==> src/core/dsp_reset_consts.svh <==
// Constants of the core reset and bus-quiescing block
`ifndef DSP_RESET_CONSTS_SVH
`define DSP_RESET_CONSTS_SVH
`define MC_DIV 3'h4
`define ADDR_RESET 12'h000
`define PC_RESET 12'h000
`define RESET_MIN_CYCLES 3'h5
`endif

==> src/core/dsp_reset_pkg.sv <==
// Types of the core reset and bus-quiescing block
package dsp_reset_pkg;
    typedef enum logic [2:0] {
        ST_RESET = 3'b001,
        ST_WAIT = 3'b010,
        ST_RUN = 3'b100
    } seq_type;
    typedef struct packed {
        logic dataSpace;
        logic write;
        logic progMem;
    } strobe_type;
endpackage : dsp_reset_pkg

==> src/core/dsp_core_reset_sync.sv <==
// Reset synchronisation, strobe quiescing and fetch restart of the core
`timescale 1ns/10ps
`default_nettype none
`include "dsp_reset_consts.svh"
module dsp_core_reset_sync (
    input wire logic clk,
    input wire logic rst_b,
    input wire logic reset_in_n,
    input wire logic interrupt_req_n,
    input wire logic branch_input_n,
    input wire logic fetchReq,
    input wire logic dataReq,
    input wire logic writeReq,
    input wire logic [15:0] writeData,
    input wire logic [11:0] dataAddr,
    output logic cpu_clock_out,
    output logic data_space_strobe_n,
    output logic write_strobe_n,
    output logic program_memory_strobe_n,
    output logic [11:0] addr_bus_out,
    output logic [15:0] dataOut,
    output logic [15:0] dataOe,
    output logic [11:0] progCounter,
    output logic coreInReset,
    output logic intSampled,
    output logic branchSampled
);
    logic [1:0] rsSync_r;
    logic [1:0] phase_r;
    logic mcEnd;
    logic rsLow;
    dsp_reset_pkg::seq_type state_r;
    dsp_reset_pkg::strobe_type strb_nxt;
    logic [1:0] intSync_r;
    logic [1:0] bioSync_r;
    logic clrArm_r;

    // Two-flop synchroniser; tolerates any edge position
    always_ff @(posedge clk or negedge rst_b) begin
        if (!rst_b) begin
            rsSync_r <= 2'h0;
        end else begin
            rsSync_r <= {rsSync_r[0], reset_in_n};
        end
    end
    assign rsLow = !rsSync_r[1];

    // Machine cycle of four input clocks
    always_ff @(posedge clk or negedge rst_b) begin
        if (!rst_b) begin
            phase_r <= 2'h0;
            cpu_clock_out <= 1'b1;
        end else begin
            phase_r <= phase_r + 2'h1;
            cpu_clock_out <= (phase_r == 2'h3) || (phase_r == 2'h0);
        end
    end
    assign mcEnd = (phase_r == 2'(`MC_DIV - 3'h1));

    // Sequencer: wait a full machine cycle after the synchronised release edge; enter reset at once
    always_ff @(posedge clk or negedge rst_b) begin
        if (!rst_b) begin
            state_r <= dsp_reset_pkg::ST_RESET;
        end else begin
            case (state_r)
                dsp_reset_pkg::ST_RESET: begin
                    if (!rsLow && mcEnd) begin
                        state_r <= dsp_reset_pkg::ST_WAIT;
                    end
                end
                dsp_reset_pkg::ST_WAIT: begin
                    if (rsLow) begin
                        state_r <= dsp_reset_pkg::ST_RESET;
                    end else if (mcEnd) begin
                        state_r <= dsp_reset_pkg::ST_RUN;
                    end
                end
                dsp_reset_pkg::ST_RUN: begin
                    if (rsLow) begin
                        state_r <= dsp_reset_pkg::ST_RESET;
                    end
                end
                default: state_r <= dsp_reset_pkg::ST_RESET;
            endcase
        end
    end

    // One strobe at most, fetch has priority over data access
    always_comb begin
        strb_nxt = '{dataSpace: 1'b1, write: 1'b1, progMem: 1'b1};
        if (state_r == dsp_reset_pkg::ST_RUN && !rsLow) begin
            if (fetchReq) begin
                strb_nxt.progMem = 1'b0;
            end else if (writeReq) begin
                strb_nxt.write = 1'b0;
            end else if (dataReq) begin
                strb_nxt.dataSpace = 1'b0;
            end
        end
    end

    always_ff @(posedge clk or negedge rst_b) begin
        if (!rst_b) begin
            data_space_strobe_n <= 1'b1;
            write_strobe_n <= 1'b1;
            program_memory_strobe_n <= 1'b1;
            dataOe <= 16'h0000;
            dataOut <= 16'h0000;
        end else begin
            // Strobes high and bus floated immediately on synchronised reset
            data_space_strobe_n <= strb_nxt.dataSpace;
            write_strobe_n <= strb_nxt.write;
            program_memory_strobe_n <= strb_nxt.progMem;
            dataOe <= {16{!strb_nxt.write}};
            // Data of a write cut by reset is not guaranteed
            dataOut <= writeData;
        end
    end

    // Arm at the first boundary seen in reset; clearing at that boundary
    // would cut the machine cycle short, so a whole cycle must follow it
    always_ff @(posedge clk or negedge rst_b) begin
        if (!rst_b) begin
            clrArm_r <= 1'b0;
        end else if (!rsLow) begin
            clrArm_r <= 1'b0;
        end else if (mcEnd) begin
            clrArm_r <= 1'b1;
        end
    end

    // Address and PC clear one whole machine cycle into reset
    always_ff @(posedge clk or negedge rst_b) begin
        if (!rst_b) begin
            addr_bus_out <= `ADDR_RESET;
            progCounter <= `PC_RESET;
        end else if (state_r != dsp_reset_pkg::ST_RUN) begin
            if (mcEnd && clrArm_r) begin
                addr_bus_out <= `ADDR_RESET;
                progCounter <= `PC_RESET;
            end
        end else if (strb_nxt.progMem == 1'b0) begin
            addr_bus_out <= progCounter;
            progCounter <= progCounter + 12'h001;
        end else if (!strb_nxt.write || !strb_nxt.dataSpace) begin
            // Address may be stale if reset lands mid write
            addr_bus_out <= dataAddr;
        end
    end

    always_ff @(posedge clk or negedge rst_b) begin
        if (!rst_b) begin
            coreInReset <= 1'b1;
        end else begin
            coreInReset <= (state_r != dsp_reset_pkg::ST_RUN);
        end
    end

    // Pin synchronisers, then one capture per machine cycle
    always_ff @(posedge clk or negedge rst_b) begin
        if (!rst_b) begin
            intSync_r <= 2'h3;
            bioSync_r <= 2'h3;
            intSampled <= 1'b0;
            branchSampled <= 1'b0;
        end else begin
            intSync_r <= {intSync_r[0], interrupt_req_n};
            bioSync_r <= {bioSync_r[0], branch_input_n};
            if (mcEnd) begin
                intSampled <= !intSync_r[1];
                branchSampled <= !bioSync_r[1];
            end
        end
    end

    AST_STROBE_EXCL: assert property (@(posedge clk) disable iff (!rst_b)
        (data_space_strobe_n + write_strobe_n + program_memory_strobe_n) >= 2'd2)
        else $error("More than one strobe low");
    AST_RESET_QUIET: assert property (@(posedge clk) disable iff (!rst_b)
        rsLow |=> (data_space_strobe_n && write_strobe_n && program_memory_strobe_n
        && dataOe == 16'h0000))
        else $error("Bus not quiet during reset");
    AST_ADDR_CLEAR: assert property (@(posedge clk) disable iff (!rst_b)
        $fell(rsSync_r[1]) |-> ##[5:8] (addr_bus_out == 12'h000 && progCounter == 12'h000))
        else $error("Address not cleared after reset");
    AST_RESUME: assert property (@(posedge clk) disable iff (!rst_b)
        $rose(rsSync_r[1]) ##1 (!rsLow) [*8] |-> state_r == dsp_reset_pkg::ST_RUN)
        else $error("Fetch did not resume");
    AST_NO_EARLY: assert property (@(posedge clk) disable iff (!rst_b)
        $rose(rsSync_r[1]) |=> (state_r != dsp_reset_pkg::ST_RUN) [*4])
        else $error("Fetch resumed too early");
    AST_CLK_PERIOD: assert property (@(posedge clk) disable iff (!rst_b)
        $rose(cpu_clock_out) |=> $stable(cpu_clock_out) ##1 $fell(cpu_clock_out))
        else $error("Machine clock high phase wrong");
    AST_FIRST_FETCH: assert property (@(posedge clk) disable iff (!rst_b)
        ($past(state_r, 2) != dsp_reset_pkg::ST_RUN && !program_memory_strobe_n
        && $fell(program_memory_strobe_n)) |-> addr_bus_out == 12'h000)
        else $error("First fetch not from zero");
    AST_SAMPLE: assert property (@(posedge clk) disable iff (!rst_b)
        !mcEnd |=> $stable(intSampled) && $stable(branchSampled))
        else $error("Sample changed off machine-cycle boundary");

    // Pin-level checks on what the block drives
    AST_CLK_LOW: assert property (@(posedge clk) disable iff (!rst_b)
        $fell(cpu_clock_out) |=> !cpu_clock_out ##1 $rose(cpu_clock_out))
        else $error("Machine clock low phase wrong");
    AST_QUIET_IDLE: assert property (@(posedge clk) disable iff (!rst_b)
        state_r != dsp_reset_pkg::ST_RUN |=> (data_space_strobe_n && write_strobe_n
        && program_memory_strobe_n))
        else $error("Strobe while not running");
    AST_PC_STEP: assert property (@(posedge clk) disable iff (!rst_b)
        !program_memory_strobe_n |-> progCounter == addr_bus_out + 12'h001)
        else $error("Counter not one past fetch address");
    AST_DRIVE_WRITE: assert property (@(posedge clk) disable iff (!rst_b)
        dataOe == (write_strobe_n ? 16'h0000 : 16'hFFFF))
        else $error("Data bus driven outside write");
endmodule : dsp_core_reset_sync
`default_nettype wire

==> config.mk <==
export PLATFORM = sky130hd
export DESIGN_NAME = dsp_core_reset_sync
export DESIGN_NICKNAME = d
export VERILOG_FILES = /design/src/core/dsp_reset_pkg.sv /design/src/core/dsp_core_reset_sync.sv
export VERILOG_INCLUDE_DIRS = /design/src /design/src/core
export SDC_FILE = /design/constraint.sdc
export NUM_CORES = 1
export LEC_CHECK = 0
export BUFFER_PORTS_ARGS = -buffer_cell sky130_fd_sc_hd__buf_2
export CAP_MARGIN = 20
export CORE_ASPECT_RATIO = 1.2
export CORE_MARGIN = 2
export CORE_UTILIZATION = 52
export CTS_CLUSTER_SIZE = 16
export DETAILED_ROUTE_END_ITERATION = 12
export PLACE_DENSITY = 0.88
export SLEW_MARGIN = 20
export SYNTH_ARGS = -nofsm -noshare
export SYNTH_HDL_FRONTEND = slang
export SYNTH_SLANG_ARGS = --single-unit
==> constraint.sdc <==
create_clock -name clk -period 3.2 [get_ports clk]
set_clock_uncertainty 0.05 [all_clocks]
set_input_delay 0 -clock clk [delete_from_list [all_inputs] [get_ports clk]]
set_output_delay 0 -clock clk [all_outputs]
set_load 0.01 [all_outputs]
* Word level (Yosys, flattened, before mapping)
Index checks and enable logic that the tools add are counted.
** Word-level totals
- Bits in registers :: 60
- Latch bits :: 0
- Memory bits (writable) :: 0
- Bits in read-only memories :: 0
- Word-level logic and storage cells :: 63
- Memories kept :: 0
** Cells by class
- Add/sub/neg operators :: 2
- $mul :: 0
- Div/mod/pow operators :: 0
- Order comparisons :: 0
- Equality and inequality tests :: 11
- Shift-type cells :: 0
- Multiplexer cells :: 19
- Bitwise logic cells :: 0
- Reductions and logical operators :: 14
** Operators by type and width (number)
- $mux 12 :: 6
- $mux 3 :: 5
- $add 12x1->12 const B :: 1
- $pmux 3 s3 :: 1
- $mux 1 :: 6
- $ne 3x3->1 const B :: 2
- $logic_not 1->1 :: 4
- $ne 2x1->1 const B :: 2
- $ne 2x2->1 const B :: 2
- $reduce_and 2->1 :: 2
- $eq 3x1->1 const B :: 1
- $eq 3x2->1 const B :: 1
- $eq 3x3->1 const B :: 1
- $logic_and 1x1->1 :: 3
- $ne 3x1->1 const B :: 1
- $reduce_and 3->1 :: 1
- $add 2x1->2 const B :: 1
- $eq 2x2->1 const B :: 1
- $logic_not 2->1 :: 1
- $logic_or 1x1->1 :: 2
- $mux 2 :: 1
- $reduce_bool 2->1 :: 1

* Logic depth before layout (Yosys ltp)
Gate-level depths: netlist of the first run.
- Depth after elaboration :: 9
- Mapped depth :: 7
- Depth with buffers taken out :: 4

* Worst setup path after synthesis of the first run
No wires, ideal clock.
- Path kind :: reg-to-reg
- Start :: register state_r[1]
- End :: register progCounter[10]
- Setup time :: 0.079 ns
- Data arrival time :: 1.448 ns
- Required time :: 3.071 ns
- Setup slack :: 1.623 ns
- Cell stages (with the launch flop) :: 7
- Path buffers :: 3
- Clock period less this slack :: 1.577 ns
- Cells stage by stage :: dfrtp_1 -> buf_6 -> nand4bb_1 -> buf_2 -> buf_6 -> nor4_1 -> mux2i_1
** Between the ends
- Word-level cells in the longest chain between the ends :: 5
** RTL lines
- start: declaration :: line dsp_core_reset_sync.sv:32 : dsp_reset_pkg::seq_type state_r;
- start signal: assignment :: line dsp_core_reset_sync.sv:63 : state_r <= dsp_reset_pkg::ST_RESET;
- start signal: assignment :: line dsp_core_reset_sync.sv:68 : state_r <= dsp_reset_pkg::ST_WAIT;
- start signal: assignment :: line dsp_core_reset_sync.sv:73 : state_r <= dsp_reset_pkg::ST_RESET;
- $eq 3x3->1 :: line dsp_core_reset_sync.sv:91 : if (state_r == dsp_reset_pkg::ST_RUN && !rsLow) begin
- $logic_and 1x1->1 :: line dsp_core_reset_sync.sv:91
- $mux 3 :: line dsp_core_reset_sync.sv:91
- $ne 2x1->1 (no source line)
- $reduce_and 2->1 (no source line)
- end signal: assignment :: line dsp_core_reset_sync.sv:136 : progCounter <= `PC_RESET;
- end signal: assignment :: line dsp_core_reset_sync.sv:140 : progCounter <= `PC_RESET;
- end signal: assignment :: line dsp_core_reset_sync.sv:144 : progCounter <= progCounter + 12'h001;
- end: declaration :: line dsp_core_reset_sync.sv:23 : output logic [11:0] progCounter,
Several ways; a longest one is shown, not always the timed one.
A chain may end at the register's enable or synchronous reset.

==> flow_summary_export.csv, run 1 <==
group,metric,value,unit
outcome,status,"completed",
sta,fin_hold_ws,249,ps
routing,routed_wirelength,6.01,mm
synthesis,yosys_most_used_dff,"sky130_fd_sc_hd__dfrtp_1",
routing,dr_total_vias,2001,
synthesis,synth_cells,199,
worst_setup_path,timing.critical_path.fanout_max,18,
power,power.switching_fraction,23.3,%
synthesis,netlist-cell-type-count,36,
clock_network,numCtsBuffers,9,
cells_and_area,layout-drive-gt1-share,39.4,%
global_routing,grt_pass1_wl,9.32,mm
global_routing,antenna_violations_before_repair,0,
power,switching_power,0.000379,W
global_routing,track_usage,24.3,%
synthesis,postSynthNetCount,237,
worst_setup_path,crit_family,"simple AND/OR/NAND/NOR gates",
worst_setup_path,arrival,2360,ps
die,die_height,80.1,um
sta,worst_pin_slew,710,ps
clock_network,cts.sinks,60,
power,power_per_cell_area,472,mW/mm^2
clock_network,cts_root_buffer,"sky130_fd_sc_hd__clkbuf_8",
worst_setup_path,worstSetupPathType,"reg -> reg",
placed_design,gp_congestion,0.868,
worst_setup_path,worst-endpoint-required,3410,ps
clock_network,cts-hold-fix-buffers,36,
routing,wire_per_inst,15.7,um
clock_network,cts_resized,0,
sta,setup_total_negative_slack,0,ps
worst_setup_path,critPathSlowestCell,"sky130_fd_sc_hd__nand4bb_1",
clock_network,cts-root-to-sink-buffers,2,
power,share_clk_of_total_power,40.5,%
cells_and_area,num_antenna_cells,0,
clock_network,source_to_sink_clock_delay_at_the_later_pin_of_the_worst_skew_pair,330,ps
routing,drtPass1Iterations,4,
flow_run,max-cap-violations,0,
sta,final_hold_viol_count,0,
worst_setup_path,worstSetupStartpointType,"register",
sta,final.min_clock_period,2150,ps
die,core,0.00463,mm^2
worst_setup_path,crit_path_max_incr_delay,640,ps
clock_network,cts_setup_buffers,0,
synthesis,synth.yosys.warnings,0,
synthesis,avgSynthCellArea,12.6,um^2
routing,drc,0,
routing,first_iter_violations,85,
die,floorplan.rows,27,
global_routing,number_of_global_route_vias_before_repair,1984,
worst_setup_path,cp.buffers_inverters,1,
placed_design,placed_area,0.00290,mm^2
synthesis,ys_top_cells_by_area,"sky130_fd_sc_hd__dfrtp_1, sky130_fd_sc_hd__dfstp_2, sky130_fd_sc_hd__mux2i_1",
power,power.share.combinational,9.3,%
clock_network,cts_tree,"built",
global_routing,grt_max_degree,61,
placed_design,dpl.hpwl,3.57,mm
worst_setup_path,endpoint_kind,"register",
placed_design,number_of_port_buffers,98,
die,start_util,54.1,%
die,die-width,67.4,um
cells_and_area,layout.cell_area.non_filler,0.00345,mm^2
sta,setup_viol,0,
power,vdd_drop_max,0.000470,V
sta,clock.fmax,0.464,GHz
die,die_area,0.00539,mm^2
synthesis,ys_async_sr_fraction,100,%
synthesis,ys_ff_latch,60,
sta,slew_violations,0,
die,pin_count,99,
synthesis,synthDominantCellAreaShare,49.9,%
synthesis,yosysTopAreaCell,"sky130_fd_sc_hd__dfrtp_1",
min_path,path_type_of_the_worst_min_delay_path,"in -> reg",
sta,period_share,67.3,%
power,power_frac_seq,50.2,%
synthesis,ys_seq_area_share,60.4,%
routing,avgViaCountPerCell,5.22,
clock_network,htreeDepth,3,
clock_network,cts.clk_slew.worst_paths,60,ps
cells_and_area,final_cell_mix,"sky130_fd_sc_hd__buf_2, sky130_fd_sc_hd__dfrtp_1, sky130_fd_sc_hd__dlygate4sd3_1",
cells_and_area,layout-area-overhead-vs-synth,37.6,%
worst_setup_path,critical_path_cell_by_cell,"nand4bb_1, nor2_1, nand3b_1, dlygate4sd3_1",
sta,grt_setup_unrepaired,"no",
cells_and_area,layout.cells.most_common,"sky130_fd_sc_hd__buf_2",
power,p_int,0.00125,W
power,leakage,1.73,nW
cells_and_area,nNetsFinal,358,
synthesis,synth_edf_count,0,
sta,timing.slew.headroom,52.7,%
synthesis,post_synth_instance_area,0.00251,mm^2
global_routing,grt_overflow,0,
routing,drtAntennaViolNets,0,
worst register-to-register path, cell delays in order, from the launching register on:
cell and delay (ps):
sky130_fd_sc_hd__dfrtp_1 470, sky130_fd_sc_hd__nand4bb_1 640, sky130_fd_sc_hd__nor2_1 270, sky130_fd_sc_hd__nand3b_1 90
sky130_fd_sc_hd__dlygate4sd3_1 550
sequential cells by signal, indices dropped and copies added (netlist names), 2 cells and up:
signal,flops
dataOut,16
addr_bus_out,12
progCounter,12
state_r,3
bioSync_r,2
intSync_r,2
phase_r,2
rsSync_r,2
power by group through the flow:
stage	Sequential [W]	Combinational [W]	Clock (W)
after global routing	0.000820	0.000167	0.000702
after global placement	0.000828	0.000113	0
after detailed placement	0.000830	0.000118	0
final	0.000817	0.000152	0.000659
after floorplan	0.000836	0.0000414	0
after CTS	0.000817	0.000150	0.000672
synth_stat cells, drive strengths merged (3+ instances only):
library cell,number
a21o,5
a21oi,5
buf,23
dfrtp,50
dfstp,10
inv,8
mux2i,21
nand2,11
nand2b,3
nand4,4
nor2,5
nor4,5
o21ai,9
o2bb2ai,12
o31ai,3
or4,3
per-layer routing:
layer / up-vias / global-route usage (%) / part of all wire (%)
met5: - / 0 / 0
met4: 0 / 11.6 / 2.0
met3: 12 / 7.28 / 8.7
met2: 102 / 40.5 / 50
met1: 943 / 28.2 / 39
li1: 944 / - / -
final cells by class:
class	count	area, um^2
repair buffers	135	858
clock buffers	11	141
fillers	306	1180
multi-input cells	106	781
flip-flops and latches	60	1510
inverters	8	30.0
well taps	58	72.6
clock inverters	5	52.6
path summary, 6_finish.rpt:
check	startpoint	to	slack, ps	cells after the start
max reg2reg	state_r[1]	data_space_strobe_n	1050	4
min reg2reg	rsSync_r[0]	rsSync_r[1]	300	0
min in group asynchronous	rst_b	dataOut[10]	350	3
max in group asynchronous	rst_b	dataOe[0]	2290	3
max	state_r[1]	data_space_strobe_n	1050	4
min	reset_in_n	rsSync_r[0]	250	2
metrics by stage:
step / utilization [%] / power [W] / std cells / setup slack [ps]
2_1_floorplan: - / 0.000877 / 199 / 1620
3_3_place_gp: 62.6 / 0.000941 / 331 / 1200
3_5_place_dp: 62.6 / 0.000948 / 331 / 1140
4_1_cts: 74.5 / 0.00164 / 383 / 1070
5_1_grt: 74.5 / 0.00169 / 383 / 925
6_report: 74.5 / 0.00163 / 383 / 1050
cell families (layout without fill, tap and decap cells):
kind of cell,Yosys count,count (layout),share of synthesized area [%]
DFF,60,60,60.4
buffers and inverters,33,159,8.44
AOI/OAI and AO/OA,38,38,10.9
adders and majority gates,2,2,0.998
and+or+nand+nor,45,45,10.8
muxes,21,21,8.39
(Power assumes the default switching activity.)
==> inputs of run 2 (changes only) <==
--- a/config.mk
+++ b/config.mk
@@ -10,10 +10,10 @@
 export CAP_MARGIN = 20
 export CORE_ASPECT_RATIO = 1.2
 export CORE_MARGIN = 2
-export CORE_UTILIZATION = 52
+export CORE_UTILIZATION = 43
 export CTS_CLUSTER_SIZE = 16
 export DETAILED_ROUTE_END_ITERATION = 12
-export PLACE_DENSITY = 0.88
+export PLACE_DENSITY = 0.78
 export SLEW_MARGIN = 20
 export SYNTH_ARGS = -nofsm -noshare
 export SYNTH_HDL_FRONTEND = slang
==> constraint.sdc (replaced) <==
create_clock -name clk -period 1.8 [get_ports clk]
set_clock_uncertainty 0.05 [all_clocks]
set_input_delay 0 -clock clk [delete_from_list [all_inputs] [get_ports clk]]
set_output_delay 0 -clock clk [all_outputs]
set_load 0.01 [all_outputs]
==> run 2 against run 1 <==
Flip-flop and latch count is the same. Clock power grew 120%. Cell count is 4.2% higher. Largest power group is now clock. Largest cell class unchanged. Design area up 4.8%. Clock-buffer cell count fell by 2. Worst setup slack lost 980 ps.
==> flow_summary_export.csv, run 2 (same netlist as run 1, synthesis figures left out) <==
group,metric,value,unit
outcome,status,"completed",
worst_setup_path,regToRegStartpoint,"state_r[0]",
worst_setup_path,r2r_cells,5,
routing,dr_total_vias,2055,
global_routing,grt_pass1_wl,10.1,mm
sta,setup_total_negative_slack,0,ps
flow_run,max-cap-violations,0,
global_routing,antenna_violations_before_repair,0,
placed_design,dpl.hpwl,3.82,mm
cells_and_area,layout.filler_cells,420,
die,pin_count,99,
routing,first_iter_violations,85,
sta,slew_violations,0,
cells_and_area,nNetsFinal,368,
sta,setup_viol,0,
routing,drtAntennaViolNets,0,
clock_network,cts.sinks,60,
worst_setup_path,timing.critical_path.fanout_max,18,
placed_design,gp_congestion,0.829,
clock_network,numCtsBuffers,9,
sta,period_share,96.3,%
global_routing,grt_overflow,0,
sta,timing.slew.headroom,66.1,%
die,floorplan.rows,30,
routing,avgViaCountPerCell,5.15,
cells_and_area,num_antenna_cells,0,
placed_design,number_of_port_buffers,98,
cells_and_area,layout.area.seq,0.00151,mm^2
sta,grt_setup_unrepaired,"no",
die,die_area,0.00646,mm^2
routing,drtPass1Iterations,4,
power,power_per_cell_area,890,mW/mm^2
clock_network,htreeDepth,3,
sta,final.min_clock_period,1730,ps
worst_setup_path,critical_path.startpoint,"state_r[0]",
cells_and_area,top_register,"dataOut",
clock_network,source_to_sink_clock_delay_at_the_later_pin_of_the_worst_skew_pair,340,ps
worst_setup_path,r2r_setup_slk,70,ps
cells_and_area,layout.cell_area.non_filler,0.00362,mm^2
worst_setup_path,timing.critical_path.to,"data_space_strobe_n",
die,die_height,87.6,um
worst_setup_path,endpoint_kind,"register",
routing,routed_wirelength,5.98,mm
cells_and_area,largest_register_ffs,16,
placed_design,placed_area,0.00300,mm^2
global_routing,number_of_global_route_vias_before_repair,2176,
cells_and_area,layout.cells.most_common,"sky130_fd_sc_hd__buf_2",
clock_network,cts-root-to-sink-buffers,2,
power,leakage,1.82,nW
power,vdd_drop_max,0.000864,V
die,core,0.00563,mm^2
routing,drc,0,
global_routing,track_usage,20.6,%
cells_and_area,layout-area-overhead-vs-synth,44.3,%
clock_network,cts_root_buffer,"sky130_fd_sc_hd__clkbuf_8",
clock_network,cts_tree,"built",
sta,final_hold_viol_count,0,
worst_setup_path,arrival,1960,ps
cells_and_area,final_cell_mix,"sky130_fd_sc_hd__buf_2, sky130_fd_sc_hd__dfrtp_1, sky130_fd_sc_hd__dlygate4sd3_1",
sta,worst_pin_slew,509,ps
worst_setup_path,capturing_point_of_the_worst_reg2reg_path,"data_space_strobe_n",
cells_and_area,reg_top3,"dataOut x16, addr_bus_out x12, progCounter x12",
min_path,path_type_of_the_worst_min_delay_path,"in -> async",
worst_setup_path,worst-endpoint-required,2030,ps
clock_network,cts.clk_slew.worst_paths,70,ps
routing,wire_per_inst,15.0,um
cells_and_area,multiInputGateArea,781,um^2
worst_setup_path,worstSetupStartpointType,"register",
global_routing,grt_max_degree,28,
worst_setup_path,worstSetupPathType,"reg -> reg",
sta,clock.fmax,0.577,GHz
cells_and_area,layout-drive-gt1-share,41.5,%
die,die-width,73.7,um
die,start_util,44.5,%
[run 2: cell count changes in the layout (fill, tap and decap cells not counted), sizes merged]
cell      before  now
clkinv         3    4
buf           99  109
clkbuf        11    9
clkinvlp       1    0
bufinv         1    3
[run 2: power by group]
part,switching [W],internal (W)
combinational,0.000129,0.000155
clock,0.000556,0.000928
sequential,0.0000437,0.00140
total,0.000729,0.00249
[run 2: final cells by class]
type	instances	area share [%]
sequential	60	41.9
timing repair buffer	145	26.6
multi-input combinational	106	21.6
clock inverter	7	3.46
clock buffer	9	3.43
tap	64	2.21
inverter	8	0.830
[run 2: stage by stage]
step | power, W | hold slack [ps] | setup slack (ps) | std cells | util [%]
CTS | 0.00324 | 71.0 | 42.0 | 399 | 64.2
finish | 0.00322 | 62.7 | 66.7 | 399 | 64.2
global route | 0.00335 | 87.1 | 5.39 | 399 | 64.2
global placement | 0.00169 | -118 | 231 | 347 | 53.3
floorplan | 0.00156 | -346 | 223 | 199 | -
detailed placement | 0.00170 | -110 | 200 | 347 | 53.3
[run 2: worst min path at each step]
| stage | from | endpoint | slack (ps) | cells past startpoint |
|---|---|---|---|---|
| 4_1_cts | rst_b | progCounter[2] | 70 | 2 |
| 6_report | rst_b | progCounter[4] | 60 | 2 |
| 3_3_place_gp | rst_b | progCounter[4] | -120 | 1 |
| 3_5_place_dp | rst_b | progCounter[2] | -110 | 1 |
| 5_1_grt | rst_b | progCounter[4] | 90 | 2 |
| 2_1_floorplan | rst_b | addr_bus_out[0] | -350 | 0 |
[run 2: routing by layer]
layer | global-route usage (%) | vias to the layer above | share of wire (%)
li1 | - | 961 | -
met1 | 24.1 | 1011 | 40
met2 | 34.4 | 78 | 53
met3 | 7.25 | 5 | 6.1
met4 | 8.43 | 0 | 0.69
met5 | 0 | - | 0
[run 2: critical path: stages, from the launching register on]
cell                            delay [ps]
sky130_fd_sc_hd__dfstp_2               610
sky130_fd_sc_hd__nand4bb_1             160
sky130_fd_sc_hd__buf_6                 170
sky130_fd_sc_hd__nor2_1                 60
sky130_fd_sc_hd__nand3b_1               80
sky130_fd_sc_hd__dlygate4sd3_1         550
[run 2: timing repair]
item | 4_1_cts | 5_1_grt
endpoints found under the setup margin | 0 | 1
resized for setup | 0 | 1
setup buffers | 0 | 0
endpoints found under the hold margin | 91 | 0
hold buffers | 36 | 0
